### src/core/sfp_pkg.sv
// Constants for the serial flash sleep and pause control block
package sfp_pkg;
  // Opcodes
  localparam logic [7:0] SFP_OP_SLEEP = 8'hB9;
  localparam logic [7:0] SFP_OP_WAKE  = 8'hAB;
  localparam logic [2:0] SFP_BIT_CNT_RST = 3'h0;
  // Timing, figures in ns
  localparam int SFP_CLK_PERIOD_NS       = 40;
  localparam int SFP_SLEEP_ENTRY_TIME_NS = 3000;
  localparam int SFP_SLEEP_EXIT_TIME_NS  = 8000;
  // Longest times round down, never below one cycle
  localparam int SFP_SLEEP_ENTRY_CYC_I = SFP_SLEEP_ENTRY_TIME_NS / SFP_CLK_PERIOD_NS;
  localparam int SFP_SLEEP_EXIT_CYC_I  = SFP_SLEEP_EXIT_TIME_NS / SFP_CLK_PERIOD_NS;
  localparam logic [11:0] SFP_SLEEP_ENTRY_CYC =
    12'((SFP_SLEEP_ENTRY_CYC_I < 1) ? 1 : SFP_SLEEP_ENTRY_CYC_I);
  localparam logic [11:0] SFP_SLEEP_EXIT_CYC =
    12'((SFP_SLEEP_EXIT_CYC_I < 1) ? 1 : SFP_SLEEP_EXIT_CYC_I);
  localparam logic [11:0] SFP_CNT_ZERO = 12'h000;
  // Two sync stages, the edge detect and the loading edge come off each budget,
  // so that the limit holds as seen from the pins
  localparam int SFP_PIN_LAT_CYC = 4;
  localparam logic [11:0] SFP_SLEEP_ENTRY_LOAD =
    12'((SFP_SLEEP_ENTRY_CYC_I > SFP_PIN_LAT_CYC) ?
        (SFP_SLEEP_ENTRY_CYC_I - SFP_PIN_LAT_CYC) : 0);
  localparam logic [11:0] SFP_SLEEP_EXIT_LOAD =
    12'((SFP_SLEEP_EXIT_CYC_I > SFP_PIN_LAT_CYC) ?
        (SFP_SLEEP_EXIT_CYC_I - SFP_PIN_LAT_CYC) : 0);
  // Power state
  typedef enum logic [1:0] {SFP_STANDBY, SFP_ENTERING, SFP_SLEEP, SFP_WAKING} sfp_pwr_t;
endpackage

### src/core/sfp_power_hold.sv
// Sleep, wake and pause control of a serial flash command interface
// ----------------------------------------------------------------
// How it works
// - Sleep opcode B9h then deselect enters sleep; trailing bits are ignored.
// - While asleep every command except wake is ignored, so no program or erase.
// - Short sleep opcode or deselect off a byte boundary stays in standby.
// - Sleep is reached within the sleep entry time after deselect.
// - After reset the device is in standby.
// - Sleep request ignored during self-timed work; host must reissue later.
// - Wake opcode ABh wakes; bits after the opcode are discarded.
// - After wake, standby within the exit time after deselect; commands accepted.
// - Short wake opcode or deselect off a byte boundary stays asleep.
// - Standby whenever in the standby power state, deselected and no self-timed work runs.
// - Pause never stops self-timed program or erase.
// - Pause entered only while selected, sampled during clock low.
// - Pause asserted during clock high takes effect at next low phase.
// - Pause holds while both pause pin and select stay asserted.
// - Paused: output floats, input and clock ignored; write protect works.
// - Pause release is seen in clock low, else at next low phase.
// - Deselect while paused aborts the command and clears write enable latch.
// - Output launched on falling clock, input sampled on rising clock.
// ----------------------------------------------------------------
`timescale 1ns/1ps
module sfp_power_hold
(
  // Clock, reset, enable
  input  wire logic     sys_clk,
  input  wire logic     rst,
  input  wire logic     clk_en,
  // Serial link pins
  input  wire logic     cs_n,
  input  wire logic     sck,
  input  wire logic     si,
  input  wire logic     pause_n,
  input  wire logic     wp_n,
  output logic          so_out,
  output logic          so_oe,
  // Command core side
  input  wire logic     busy,
  input  wire logic     core_so,
  input  wire logic     core_so_en,
  input  wire logic     wel_set,
  output logic          write_enable_latch,
  output logic          wp_active,
  output logic          cmd_abort,
  output logic          sck_rise,
  output logic          sck_fall,
  output logic          si_bit,
  output logic          asleep,
  output logic          standby,
  output logic          paused,
  output sfp_pkg::sfp_pwr_t pwr_state
);
  import sfp_pkg::*;

  // ----------------------------------------------------------------
  // Pin synchronisers
  // ----------------------------------------------------------------
  // Reset to idle levels: select, data, pause and protect high, clock low
  logic [4:0] pin_sync;
  sfp_sync #(.W(5)) u_sync (
    .sys_clk  (sys_clk),
    .rst      (rst),
    .clk_en   (clk_en),
    .async_in ({cs_n, sck, si, pause_n, wp_n}),
    .rst_val  (5'h17),
    .sync_out (pin_sync)
  );
  logic cs_s, sck_s, si_s, pause_s, wp_s;
  assign cs_s    = pin_sync[4];
  assign sck_s   = pin_sync[3];
  assign si_s    = pin_sync[2];
  assign pause_s = pin_sync[1];
  assign wp_s    = pin_sync[0];

  // ----------------------------------------------------------------
  // Edge detection
  // ----------------------------------------------------------------
  logic sck_d_reg;
  logic cs_d_reg;
  logic sel;
  logic cs_rise;
  logic rise_raw;
  logic fall_raw;

  always_ff @(posedge sys_clk)
  begin
    if (rst)
    begin
      sck_d_reg <= 1'b0;
      cs_d_reg  <= 1'b1;
    end
    else if (clk_en)
    begin
      sck_d_reg <= sck_s;
      cs_d_reg  <= cs_s;
    end
  end

  assign sel      = ~cs_s;
  assign cs_rise  = cs_s & ~cs_d_reg;
  // Oversampled clock: each half period must span three system cycles
  assign rise_raw = sck_s & ~sck_d_reg;
  assign fall_raw = ~sck_s & sck_d_reg;

  // ----------------------------------------------------------------
  // Pause control
  // ----------------------------------------------------------------
  logic pause_reg;
  always_ff @(posedge sys_clk)
  begin
    if (rst)
      pause_reg <= 1'b0;
    else if (clk_en)
    begin
      if (!sel)
        pause_reg <= 1'b0;
      else if (!sck_s)
        pause_reg <= ~pause_s;
    end
  end
  assign paused = pause_reg;

  assign sck_rise = rise_raw & sel & ~pause_reg & clk_en;
  assign sck_fall = fall_raw & sel & ~pause_reg & clk_en;
  assign si_bit   = si_s;
  assign wp_active = ~wp_s;

  // ----------------------------------------------------------------
  // Opcode shifter
  // ----------------------------------------------------------------
  logic [7:0] shift_reg;
  logic [2:0] bit_cnt_reg;
  logic [7:0] first_reg;
  logic       got_byte_reg;
  logic [7:0] shift_next;

  assign shift_next = {shift_reg[6:0], si_s};

  always_ff @(posedge sys_clk)
  begin
    if (rst)
    begin
      shift_reg    <= 8'h00;
      bit_cnt_reg  <= SFP_BIT_CNT_RST;
      first_reg    <= 8'h00;
      got_byte_reg <= 1'b0;
    end
    else if (clk_en)
    begin
      if (!sel)
      begin
        bit_cnt_reg  <= SFP_BIT_CNT_RST;
        if (!cs_rise)
          got_byte_reg <= 1'b0;
      end
      else if (sck_rise)
      begin
        shift_reg   <= shift_next;
        bit_cnt_reg <= bit_cnt_reg + 3'h1;
        if (bit_cnt_reg == 3'h7 && !got_byte_reg)
        begin
          first_reg    <= shift_next;
          got_byte_reg <= 1'b1;
        end
      end
    end
  end

  logic aligned;
  assign aligned = got_byte_reg && (bit_cnt_reg == SFP_BIT_CNT_RST);
  // Opcode match on the first byte, only at a clean deselect
  function automatic logic op_hit(
    input logic       at_edge,
    input logic [7:0] got,
    input logic [7:0] op
  );
    return at_edge && (got == op);
  endfunction

  logic req_edge;
  logic sleep_req;
  logic wake_req;
  // A deselect inside a pause aborts, so it carries no request
  assign req_edge  = cs_rise && aligned && !pause_reg;
  assign sleep_req = op_hit(req_edge, first_reg, SFP_OP_SLEEP);
  assign wake_req  = op_hit(req_edge, first_reg, SFP_OP_WAKE);

  // ----------------------------------------------------------------
  // Power state machine
  // ----------------------------------------------------------------
  // Pause never gates busy or these timers, so self-timed work runs on
  sfp_pwr_t   pwr_reg;
  logic [11:0] tmr_reg;

  always_ff @(posedge sys_clk)
  begin
    if (rst)
    begin
      pwr_reg <= SFP_STANDBY;
      tmr_reg <= SFP_CNT_ZERO;
    end
    else if (clk_en)
    begin
      unique case (pwr_reg)
        SFP_STANDBY:
        begin
          if (sleep_req && !busy)
          begin
            pwr_reg <= SFP_ENTERING;
            tmr_reg <= SFP_SLEEP_ENTRY_LOAD;
          end
        end
        SFP_ENTERING:
        begin
          if (tmr_reg == SFP_CNT_ZERO)
            pwr_reg <= SFP_SLEEP;
          else
            tmr_reg <= tmr_reg - 12'h001;
        end
        SFP_SLEEP:
        begin
          if (wake_req)
          begin
            pwr_reg <= SFP_WAKING;
            tmr_reg <= SFP_SLEEP_EXIT_LOAD;
          end
        end
        SFP_WAKING:
        begin
          if (tmr_reg == SFP_CNT_ZERO)
            pwr_reg <= SFP_STANDBY;
          else
            tmr_reg <= tmr_reg - 12'h001;
        end
      endcase
    end
  end

  assign pwr_state = pwr_reg;
  assign asleep    = (pwr_reg == SFP_SLEEP);
  assign standby   = (pwr_reg == SFP_STANDBY) && !sel && !busy;

  // ----------------------------------------------------------------
  // Abort and write enable latch
  // ----------------------------------------------------------------
  // Deselect during pause
  assign cmd_abort = cs_rise & pause_reg & clk_en;

  always_ff @(posedge sys_clk)
  begin
    if (rst)
      write_enable_latch <= 1'b0;
    else if (clk_en)
    begin
      // Clear beats a same-cycle set: the aborted command must not arm writes
      // Clear latch on abort
      if (cs_rise && pause_reg)
        write_enable_latch <= 1'b0;
      else if (wel_set && pwr_reg == SFP_STANDBY)
        write_enable_latch <= 1'b1;
    end
  end

  // ----------------------------------------------------------------
  // Serial output
  // ----------------------------------------------------------------
  // Launching on the falling edge gives the host half a clock period to sample on the rising edge
  always_ff @(posedge sys_clk)
  begin
    if (rst)
    begin
      so_out <= 1'b0;
      so_oe  <= 1'b0;
    end
    else if (clk_en)
    begin
      // Float when paused, asleep or idle
      if (!sel || pause_reg || pwr_reg != SFP_STANDBY)
        so_oe <= 1'b0;
      else if (sck_fall)
      begin
        so_out <= core_so;
        so_oe  <= core_so_en;
      end
    end
  end
endmodule

### src/core/sfp_sync.sv
// Two-stage synchroniser for a vector of pin inputs
`timescale 1ns/1ps
module sfp_sync #(
  parameter int W = 4
) (
  // Clock and enable
  input  wire logic         sys_clk,
  input  wire logic         rst,
  input  wire logic         clk_en,
  // Data
  input  wire logic [W-1:0] async_in,
  input  wire logic [W-1:0] rst_val,
  output logic      [W-1:0] sync_out
);
  logic [W-1:0] meta_reg;

  // Caller supplies each pin's idle level, so no false edge follows reset
  always_ff @(posedge sys_clk)
  begin
    if (rst)
    begin
      meta_reg <= rst_val;
      sync_out <= rst_val;
    end
    else if (clk_en)
    begin
      meta_reg <= async_in;
      sync_out <= meta_reg;
    end
  end
endmodule

### config.mk
export PLATFORM = sky130hd
export DESIGN_NAME = sfp_power_hold
export DESIGN_NICKNAME = d
export VERILOG_FILES = /design/src/core/sfp_pkg.sv /design/src/core/sfp_power_hold.sv /design/src/core/sfp_sync.sv
export SDC_FILE = /design/constraint.sdc
export NUM_CORES = 1
export LEC_CHECK = 0
export BUFFER_PORTS_ARGS = -buffer_cell sky130_fd_sc_hd__buf_4
export CAP_MARGIN = 20
export CORE_AREA = 2 2 64 66
export CTS_BUF_LIST = sky130_fd_sc_hd__clkbuf_2 sky130_fd_sc_hd__clkbuf_4 sky130_fd_sc_hd__clkbuf_8
export CTS_CLUSTER_SIZE = 12
export DETAILED_ROUTE_END_ITERATION = 6
export DIE_AREA = 0 0 66 68
export HOLD_SLACK_MARGIN = 0.03
export PLACE_DENSITY = 0.85
export SLEW_MARGIN = 20
export SYNTH_ARGS = -nofsm -noshare
export SYNTH_HDL_FRONTEND = slang
export SYNTH_SLANG_ARGS = --single-unit
### constraint.sdc
create_clock -name sys_clk -period 4.5 [get_ports sys_clk]
set_input_delay 0.675 -clock sys_clk [delete_from_list [all_inputs] [get_ports sys_clk]]
set_output_delay 0.675 -clock sys_clk [all_outputs]
set_load 0.01 [all_outputs]
==> results_dict.tcl, run 1 <==
set metrics [dict create \
    die_h_um 68 \
    numCtsBuffers 5 \
    cts_resized 0 \
    finalHoldViolCount 0 \
    grt-ovfl-total 0 \
    post_cts_buffers 0 \
    gp_congestion 0.8556 \
    yosys.area.top_type_share 0.4172 \
    slowest_delay_ns 0.61 \
    route.detailed.drc 0 \
    startpoint_type "input port" \
    cts_tree "done" \
    fin_worst_skew_ns 0.004443 \
    cp_cell_sequence "buf_4, nand2_1, or4_1, inv_1, buf_4" \
    wl_mm 5.169 \
    portBuffers 24 \
    syn_area_per_cell_um2 8.580 \
    grt_pass1_wl_mm 8.438 \
    post-dp-hpwl_mm 3.644 \
    power.leakage_nw 1.008 \
    multi_input_area_um2 1254 \
    yosysWarnings 0 \
    via_count 2088 \
    synth_area_leaders "dfxtp_1 (42%), mux2i_1 (7.2%), ha_1 (5.3%)" \
    grt_pass1_vias 1903 \
    largest_register_ffs 12 \
    critPathMostFrequentCell "buf_4" \
    final_antenna_net_count 0 \
    cts_buffer_depth 2 \
    die_x_um 66 \
    min_path_type "flop to flop" \
    hold_depth 2 \
    grt_use_total 0.2434 \
    diodes 0 \
    synth_edf_count 0 \
    fmax_ghz 0.3572 \
    syn-cell-area_um2 2351 \
    htreeDepth 2 \
    syn_nets 296 \
    async_reset_ff_frac 0 \
    layout_commonest_cell "dfxtp_1" \
    fin_tns_setup_ns 0 \
    p_per_area_nw_per_um2 290.9 \
    initial_core_util 0.6097 \
    period_minus_slack_ns 2.799 \
    cts.sinks 49 \
    die_area_um2 4488 \
    syn_inst 274 \
    finalSetupViolCount 0 \
    rsz0062_at_grt "false" \
    final_cells 342 \
    crit_fanout 19 \
    drtIter0Drc 157 \
    nets 313 \
    cts.clk_slew.worst_paths_ns 0.09 \
    yosys.area.top_type "dfxtp_1" \
    yosys_most_used_dff "dfxtp_1" \
    critical_path_class "input port to primary output" \
    yosysSeqAreaShare 0.4172 \
    row_count 23 \
    wl_per_cell_um 15.11 \
    reg2reg_depth 7 \
    drv_slew 0 \
    max_slew_margin 0.4759 \
    fill_cells 317 \
    status "complete, no violations" \
    power_mw 0.7672 \
    finalCritPeriodShare 0.6221 \
    cp.arrival_ns 2.12 \
    pin_count 25 \
    cp-end-kind "primary output" \
    grt_max_degree 42 \
    synth.distinct_cells 44 \
    antenna_found_initial 0 \
    maxCapViolCount 0 \
    area_growth_pct 12.19 \
    irDropWorstVdd_v 0.0002720 \
    dp_cells 334 \
    slowest_stage "or4_1" \
    synth-seq-cells 49 \
    root_buffer "clkbuf_8" \
    drive_above_1_share 0.1336 \
    seq_area_um2 980.9 \
    worstSkewPairLatency_ns 0.31 \
    most-common-layout-cells "dfxtp_1 (49), nand2_1 (33), nor2_1 (26)" \
    vias_per_cell 6.105 \
    cp_data_required_time_ns 3.83 \
    dr.pass1.iters 4 \
    cts_hold_buffers 0 \
    core_area_um2 3856 \
    worst_pin_slew_ns 0.7809 \
]
-- Yosys cell counts, types with 2 or more instances --
library cell,count
dfxtp_1,49
nand2_1,33
nor2_1,26
a21oi_1,24
mux2i_1,17
inv_1,14
nand3_1,11
clkbuf_1,10
ha_1,10
nor3_1,8
o311ai_0,8
o31ai_1,8
o21ai_0,7
a31oi_1,5
or4_1,4
buf_2,3
nor3b_1,3
o21a_1,3
a311oi_1,2
nand4_1,2
nor4_1,2
o211ai_1,2
or3_1,2
-- where the power goes --
group          switching (mW)  total, mW  internal [mW]
Combinational          0.0233     0.0394         0.0162
Sequential            0.00421      0.443          0.439
Clock                   0.157      0.285          0.128
Total                   0.184      0.767          0.583
-- final timing paths --
check               startpoint          to  slack (ns)
setup reg to reg  pwr_state[0]  tmr_reg[9]        1.95
setup / recovery        clk_en    sck_rise        1.70
hold / removal          so_out      so_out        0.46
hold reg to reg         so_out      so_out        0.46
-- per-layer routing --
metal / part of all wire / track usage / vias to the layer above
met5: 0 / 0 / -
met4: 0.011 / 0.07143 / 0
met3: 0.040 / 0.04934 / 6
met2: 0.50 / 0.4331 / 63
met1: 0.45 / 0.2997 / 994
li1: - / - / 1025
-- cells by family after synthesis --
logic type / synth area share
adder cells (fa/ha/maj): 0.05322
flip-flops: 0.4172
AND/OR/NAND/NOR: 0.2187
AO/OA/AOI/OAI: 0.1889
multiplexers: 0.07238
buffers and inverters: 0.04949
-- worst max-delay path: cells and delay by family --
family	cells	cell delay [ns]
buffers and inverters	3	0.73
AND/OR/NAND/NOR	2	0.70
-- per-stage QoR --
step / utilization / hold WS, ns / cell area [um2] / setup slack [ns]
2_1_floorplan: - / 0.4360 / 2351 / 2.064
3_3_place_gp: 0.6580 / 0.4475 / 2537 / 1.741
3_5_place_dp: 0.6580 / 0.4566 / 2537 / 1.712
4_1_cts: 0.6840 / 0.4722 / 2638 / 1.707
5_1_grt: 0.6840 / 0.4892 / 2638 / 1.578
6_report: 0.6840 / 0.4650 / 2638 / 1.701
-- area by class of cell --
class                   instances  share of cell area
clock buffers                   6             0.03131
inverters                      14             0.01992
repair buffers                 25             0.07116
well taps                      50             0.02372
flip-flops and latches         49              0.3719
multi-input cells             196              0.4753
clock inverters                 2            0.006641
Note: power is estimated with default switching activity, not from simulation.
==> inputs of run 2 (changes only) <==
Settings changed: ABC_AREA set to 1, CORE_AREA 2 2 64 66 to 2 2 67 69, DIE_AREA 0 0 66 68 to 0 0 69 71, PLACE_DENSITY 0.85 to 0.81.
Clock period 4.5 ns to 2.7 ns, I/O delays scaled along.
==> results_dict.tcl, run 2 <==
set metrics [dict create \
    status "complete, no violations" \
    synth_fa_ha_area_frac 0.05110 \
    die_area_um2 4899 \
    met3_length_um 253 \
    grt_max_degree 31 \
    cts_hold_buffers 0 \
    diodes 0 \
    synth_top_family_by_area "simple AND/OR/NAND/NOR gates" \
    synth_edf_count 0 \
    top_layer "met4" \
    post-dp-hpwl_mm 3.688 \
    gp_congestion 0.8599 \
    numCtsBuffers 5 \
    yosysSeqAreaShare 0.4006 \
    synth_compound_area_frac 0.1349 \
    route.detailed.drc 0 \
    max_slew_margin 0.4500 \
    critical_path_class "flop to primary output" \
    synth_area_leaders "dfxtp_1 (40%), nand2_1 (12%), nor2_1 (8.0%)" \
    yosysMostFrequentCell "nand2_1" \
    period_minus_slack_ns 2.224 \
    async_reset_ff_frac 0 \
    final_util 0.6533 \
    startpoint_type "flop" \
    fmax_ghz 0.4497 \
    worstSkewPairLatency_ns 0.30 \
    nets 400 \
    crit_fanout 12 \
    cts_buffer_depth 2 \
    root_buffer "clkbuf_8" \
    syn_nets 379 \
    synth-simple-area-share 0.3245 \
    min_path_type "input port to flop" \
    cts.sinks 49 \
    fin_worst_skew_ns 0.009228 \
    p_per_area_nw_per_um2 470.8 \
    finalCritPeriodShare 0.8235 \
    irDropWorstVdd_v 0.0003135 \
    via_count 2289 \
    drv_slew 0 \
    yosys_most_used_dff "dfxtp_1" \
    grt_pass1_wl_mm 8.680 \
    finalSetupViolCount 0 \
    yosys.area.top_type_share 0.4006 \
    antenna_found_initial 0 \
    drive_above_1_share 0.1240 \
    synth.distinct_cells 28 \
    htreeDepth 2 \
    syn-cell-area_um2 2449 \
    wl_mm 5.084 \
    maxCapViolCount 0 \
    final_antenna_net_count 0 \
    largest_register_ffs 12 \
    regToRegEndpoint "tmr_reg[8]" \
    core_area_um2 4204 \
    synth-xor-area-share 0.003577 \
    cp-end-kind "primary output" \
    row_count 24 \
    finalHoldViolCount 0 \
    cts_tree "done" \
    portBuffers 24 \
    dp_cells 423 \
    final_cells 431 \
    die_h_um 71 \
    syn_inst 357 \
    cts_resized 0 \
    power.leakage_nw 1.249 \
    dr.pass1.iters 5 \
    syn_area_per_cell_um2 6.859 \
    hold_depth 3 \
    layout_commonest_cell "nand2_1" \
    die_x_um 69 \
    grt_pass1_vias 1966 \
    most-common-layout-cells "nand2_1 (80), nor2_1 (52), dfxtp_1 (49)" \
    vias_per_cell 5.311 \
    post_cts_buffers 0 \
    min_to "u_sync.meta_reg[0]" \
    worst_pin_slew_ns 0.8241 \
    pin_count 25 \
    rrSetupSlack_ns 0.67 \
    synth-seq-cells 49 \
    r2r_start "pwr_state[0]" \
    cp.arrival_ns 1.82 \
    synthTopCellsByCount "nand2_1 (80), nor2_1 (52), dfxtp_1 (49), inv_1 (39), nand3_1 (33)" \
    yosysWarnings 0 \
    initial_core_util 0.5824 \
    rsz0062_at_grt "false" \
    yosys.area.top_type "dfxtp_1" \
    drtIter0Drc 181 \
    min-delay-start "wp_n" \
    grt_use_total 0.2146 \
    wl_met1_mm 2.530 \
    fin_tns_setup_ns 0 \
    cp_data_required_time_ns 2.30 \
    wl_met2_mm 2.242 \
    cts.clk_slew.worst_paths_ns 0.09 \
    wl_per_cell_um 11.80 \
    synth_mux_area_frac 0 \
    reg2reg_depth 9 \
    grt-ovfl-total 0 \
    area_growth_pct 12.16 \
]
run 2: changes by cell type in the layout (fill, tap and decap cells not counted), moves of 5 or more:
cell      previous run  this run
a31oi_1              5         0
inv_1               14        39
o31ai_1              8         0
mux2i_1             17         0
nand3_1             11        33
o311ai_0             8         0
o21ai_0              6        24
nor2_1              26        52
nand2_1             33        80
run 2: logic make-up (layout without fill, tap and decap cells):
family	Yosys count	after routing
simple gates	183	183
compound gates	61	61
buf+inv	53	75
flops	49	49
fa+ha+maj	10	10
xor+xnor	1	1
run 2: cell type report:
| cell class | instances | area (um2) |
|---|---|---|
| clock inverter | 2 | 17.52 |
| multi-input combinational | 255 | 1259 |
| timing repair buffer | 24 | 180.2 |
| fill | 401 | 1458 |
| inverter | 43 | 161.4 |
| clock buffer | 6 | 82.58 |
| sequential | 49 | 980.9 |
| tap | 52 | 65.06 |
run 2: layer usage:
layer,track usage,vias up
met5,0,-
met4,0.08497,0
met3,0.03561,6
met2,0.3387,60
met1,0.2950,1032
li1,-,1191
run 2: report_power, final:
group | internal (mW) | total, mW | switching (mW)
combinational | 0.0310 | 0.0772 | 0.0461
clock | 0.213 | 0.469 | 0.256
sequential | 0.737 | 0.747 | 0.00984
total | 0.982 | 1.29 | 0.312
run 2: worst max-delay path by stage:
stage / slack (ns) / startpoint / depth (start not counted) / to
after floorplan: 0.90 / pwr_state[0] / 9 / tmr_reg[11]
after global placement: 0.77 / clk_en / 4 / sck_rise
after detailed placement: 0.70 / pwr_state[0] / 9 / tmr_reg[8]
after CTS: 0.45 / paused / 4 / sck_rise
after global routing: 0.23 / u_sync.sync_out[4] / 4 / sck_rise
final: 0.48 / u_sync.sync_out[4] / 4 / sck_rise
run 2: worst max-delay path, stage by stage (launching register included):
cell     delay, ns
dfxtp_1       0.37
nor2_1        0.20
nand4_1       0.37
inv_1         0.39
buf_4         0.19
run 2: through the flow:
step	setup slack, ns	hold WS (ns)	area, um2	total power, mW
2_1_floorplan	0.8981	0.4292	2449	0.8100
3_3_place_gp	0.7746	0.4380	2646	0.8397
3_5_place_dp	0.6978	0.4446	2646	0.8415
4_1_cts	0.4536	0.3026	2746	1.307
5_1_grt	0.2263	0.3182	2746	1.342
6_report	0.4765	0.3098	2746	1.293
==> inputs of run 3 (changes only) <==
Clock period 2.7 ns to 2.12 ns, I/O delays scaled along.
==> results_dict.tcl, run 3 (synthesis results as in run 2) <==
set metrics [dict create \
    status "complete, no violations" \
    grt_use_total 0.2250 \
    final_cells 436 \
    finalHoldViolCount 0 \
    grt_max_degree 24 \
    power.leakage_nw 1.268 \
    largest_register_ffs 12 \
    fin_tns_setup_ns 0 \
    worst_pin_slew_ns 0.6007 \
    dp_cells 428 \
    wl_mm 5.355 \
    nets 405 \
    met3_length_um 284 \
    wl_met2_mm 2.453 \
    route.detailed.drc 0 \
    antenna_found_initial 0 \
    period_minus_slack_ns 1.976 \
    cp_cell_sequence "inv_1, ha_2, inv_1, nor3_1, buf_4" \
    via_count 2305 \
    fmax_ghz 0.5061 \
    core_area_um2 4204 \
    grt_pass1_vias 2116 \
    pin_count 25 \
    gp_congestion 0.8792 \
    maxCapViolCount 0 \
    post-dp-hpwl_mm 3.886 \
    crit_fanout 8 \
    portBuffers 24 \
    area_growth_pct 13.85 \
    cp.arrival_ns 1.66 \
    combPwrFrac 0.063 \
    drv_slew 0 \
    max_slew_margin 0.5991 \
    drive_above_1_share 0.1406 \
    wl_met1_mm 2.538 \
    die_x_um 69 \
    top_layer "met4" \
    cts_buffer_depth 2 \
    slowest_delay_ns 0.39 \
    post_cts_buffers 0 \
    switching_share 0.2429 \
    cts.sinks 49 \
    numCtsBuffers 5 \
    power_mw 1.652 \
    fin_worst_skew_ns 0.01197 \
    grt-ovfl-total 0 \
    die_area_um2 4899 \
    layout_commonest_cell "nand2_1" \
    die_h_um 71 \
    power.switching_mw 0.4013 \
    power.share.sequential 0.576 \
    root_buffer "clkbuf_8" \
    diodes 0 \
    min_path_type "input port to flop" \
    cp_data_required_time_ns 1.80 \
    power.internal_mw 1.251 \
    finalSetupViolCount 0 \
    final_util 0.6631 \
    finalCritPeriodShare 0.9320 \
    grt_pass1_wl_mm 9.045 \
    critPathMostFrequentCell "inv_1" \
    row_count 24 \
    startpoint_type "flop" \
    cp_num_buf_inv 3 \
    final_antenna_net_count 0 \
    vias_per_cell 5.287 \
    cp-end-kind "primary output" \
    rsz0062_at_grt "false" \
    htreeDepth 2 \
    cts_tree "done" \
    most-common-layout-cells "nand2_1 (80), nor2_1 (51), dfxtp_1 (49)" \
    worstSkewPairLatency_ns 0.31 \
    wl_per_cell_um 12.28 \
    cp_top_family "buffers and inverters" \
    critical_path_class "flop to primary output" \
    slowest_stage "dfxtp_1" \
    cts_hold_buffers 0 \
    p_per_area_nw_per_um2 592.5 \
    cts.clk_slew.worst_paths_ns 0.09 \
    drtIter0Drc 150 \
    initial_core_util 0.5824 \
    fill_cells 389 \
    clkPwrFrac 0.361 \
    dr.pass1.iters 4 \
    irDropWorstVdd_v 0.0004027 \
]
==> run 3: per-stage QoR <==
| step | setup WS (ns) | area, um2 | hold WS, ns |
|---|---|---|---|
| floorplan | 0.3181 | 2449 | 0.4292 |
| global placement | 0.2213 | 2684 | 0.4373 |
| detailed placement | 0.1782 | 2684 | 0.4467 |
| CTS | 0.1189 | 2783 | 0.2082 |
| global route | 0.05918 | 2788 | 0.2232 |
| finish | 0.1442 | 2788 | 0.2086 |
==> run 3: repair_timing <==
item / CTS / global route
endpoints found under the setup margin: 0 / 3
endpoints found under the hold margin: 0 / 0
gates resized for setup: 0 / 2
==> run 3: area by class of cell <==
| class | count | area, um2 | share of cell area |
|---|---|---|---|
| Clock buffer | 6 | 82.58 | 0.02962 |
| Clock inverter | 2 | 16.27 | 0.005835 |
| Inverter | 43 | 161.4 | 0.05790 |
| Multi-Input combinational cell | 255 | 1264 | 0.4533 |
| Sequential cell | 49 | 980.9 | 0.3519 |
| Tap cell | 52 | 65.06 | 0.02334 |
| Timing Repair Buffer | 29 | 217.7 | 0.07810 |
==> run 3: path summary, 6_finish.rpt <==
kind | start | endpoint | slack (ns) | depth (start not counted)
worst min-delay path | cs_n | u_sync.meta_reg[4] | 0.21 | 3
worst min register to register | u_sync.sync_out[0] | u_sync.sync_out[0] | 0.47 | 2
worst max-delay path | pwr_state[0] | standby | 0.14 | 5
worst max register to register | pwr_state[0] | pwr_state[1] | 0.20 | 7
==> run 3: worst min-delay path: cells and delay by family <==
family | cells | cell delay [ns]
buffers and inverters | 1 | 0.07
and+or+nand+nor | 2 | 0.10
==> run 3: per-layer routing <==
layer	vias to the layer above	GRT usage
met5	-	0
met4	0	0.08279
met3	9	0.04843
met2	58	0.3739
met1	1039	0.2895
li1	1199	-
==> run 3: power by group through the flow <==
stage | sequential (mW) | clock (mW) | combinational, mW
after global placement | 0.973 | 0 | 0.101
after detailed placement | 0.973 | 0 | 0.103
final | 0.952 | 0.597 | 0.103
after CTS | 0.952 | 0.604 | 0.103
after global routing | 0.954 | 0.639 | 0.116
after floorplan | 0.971 | 0 | 0.0604
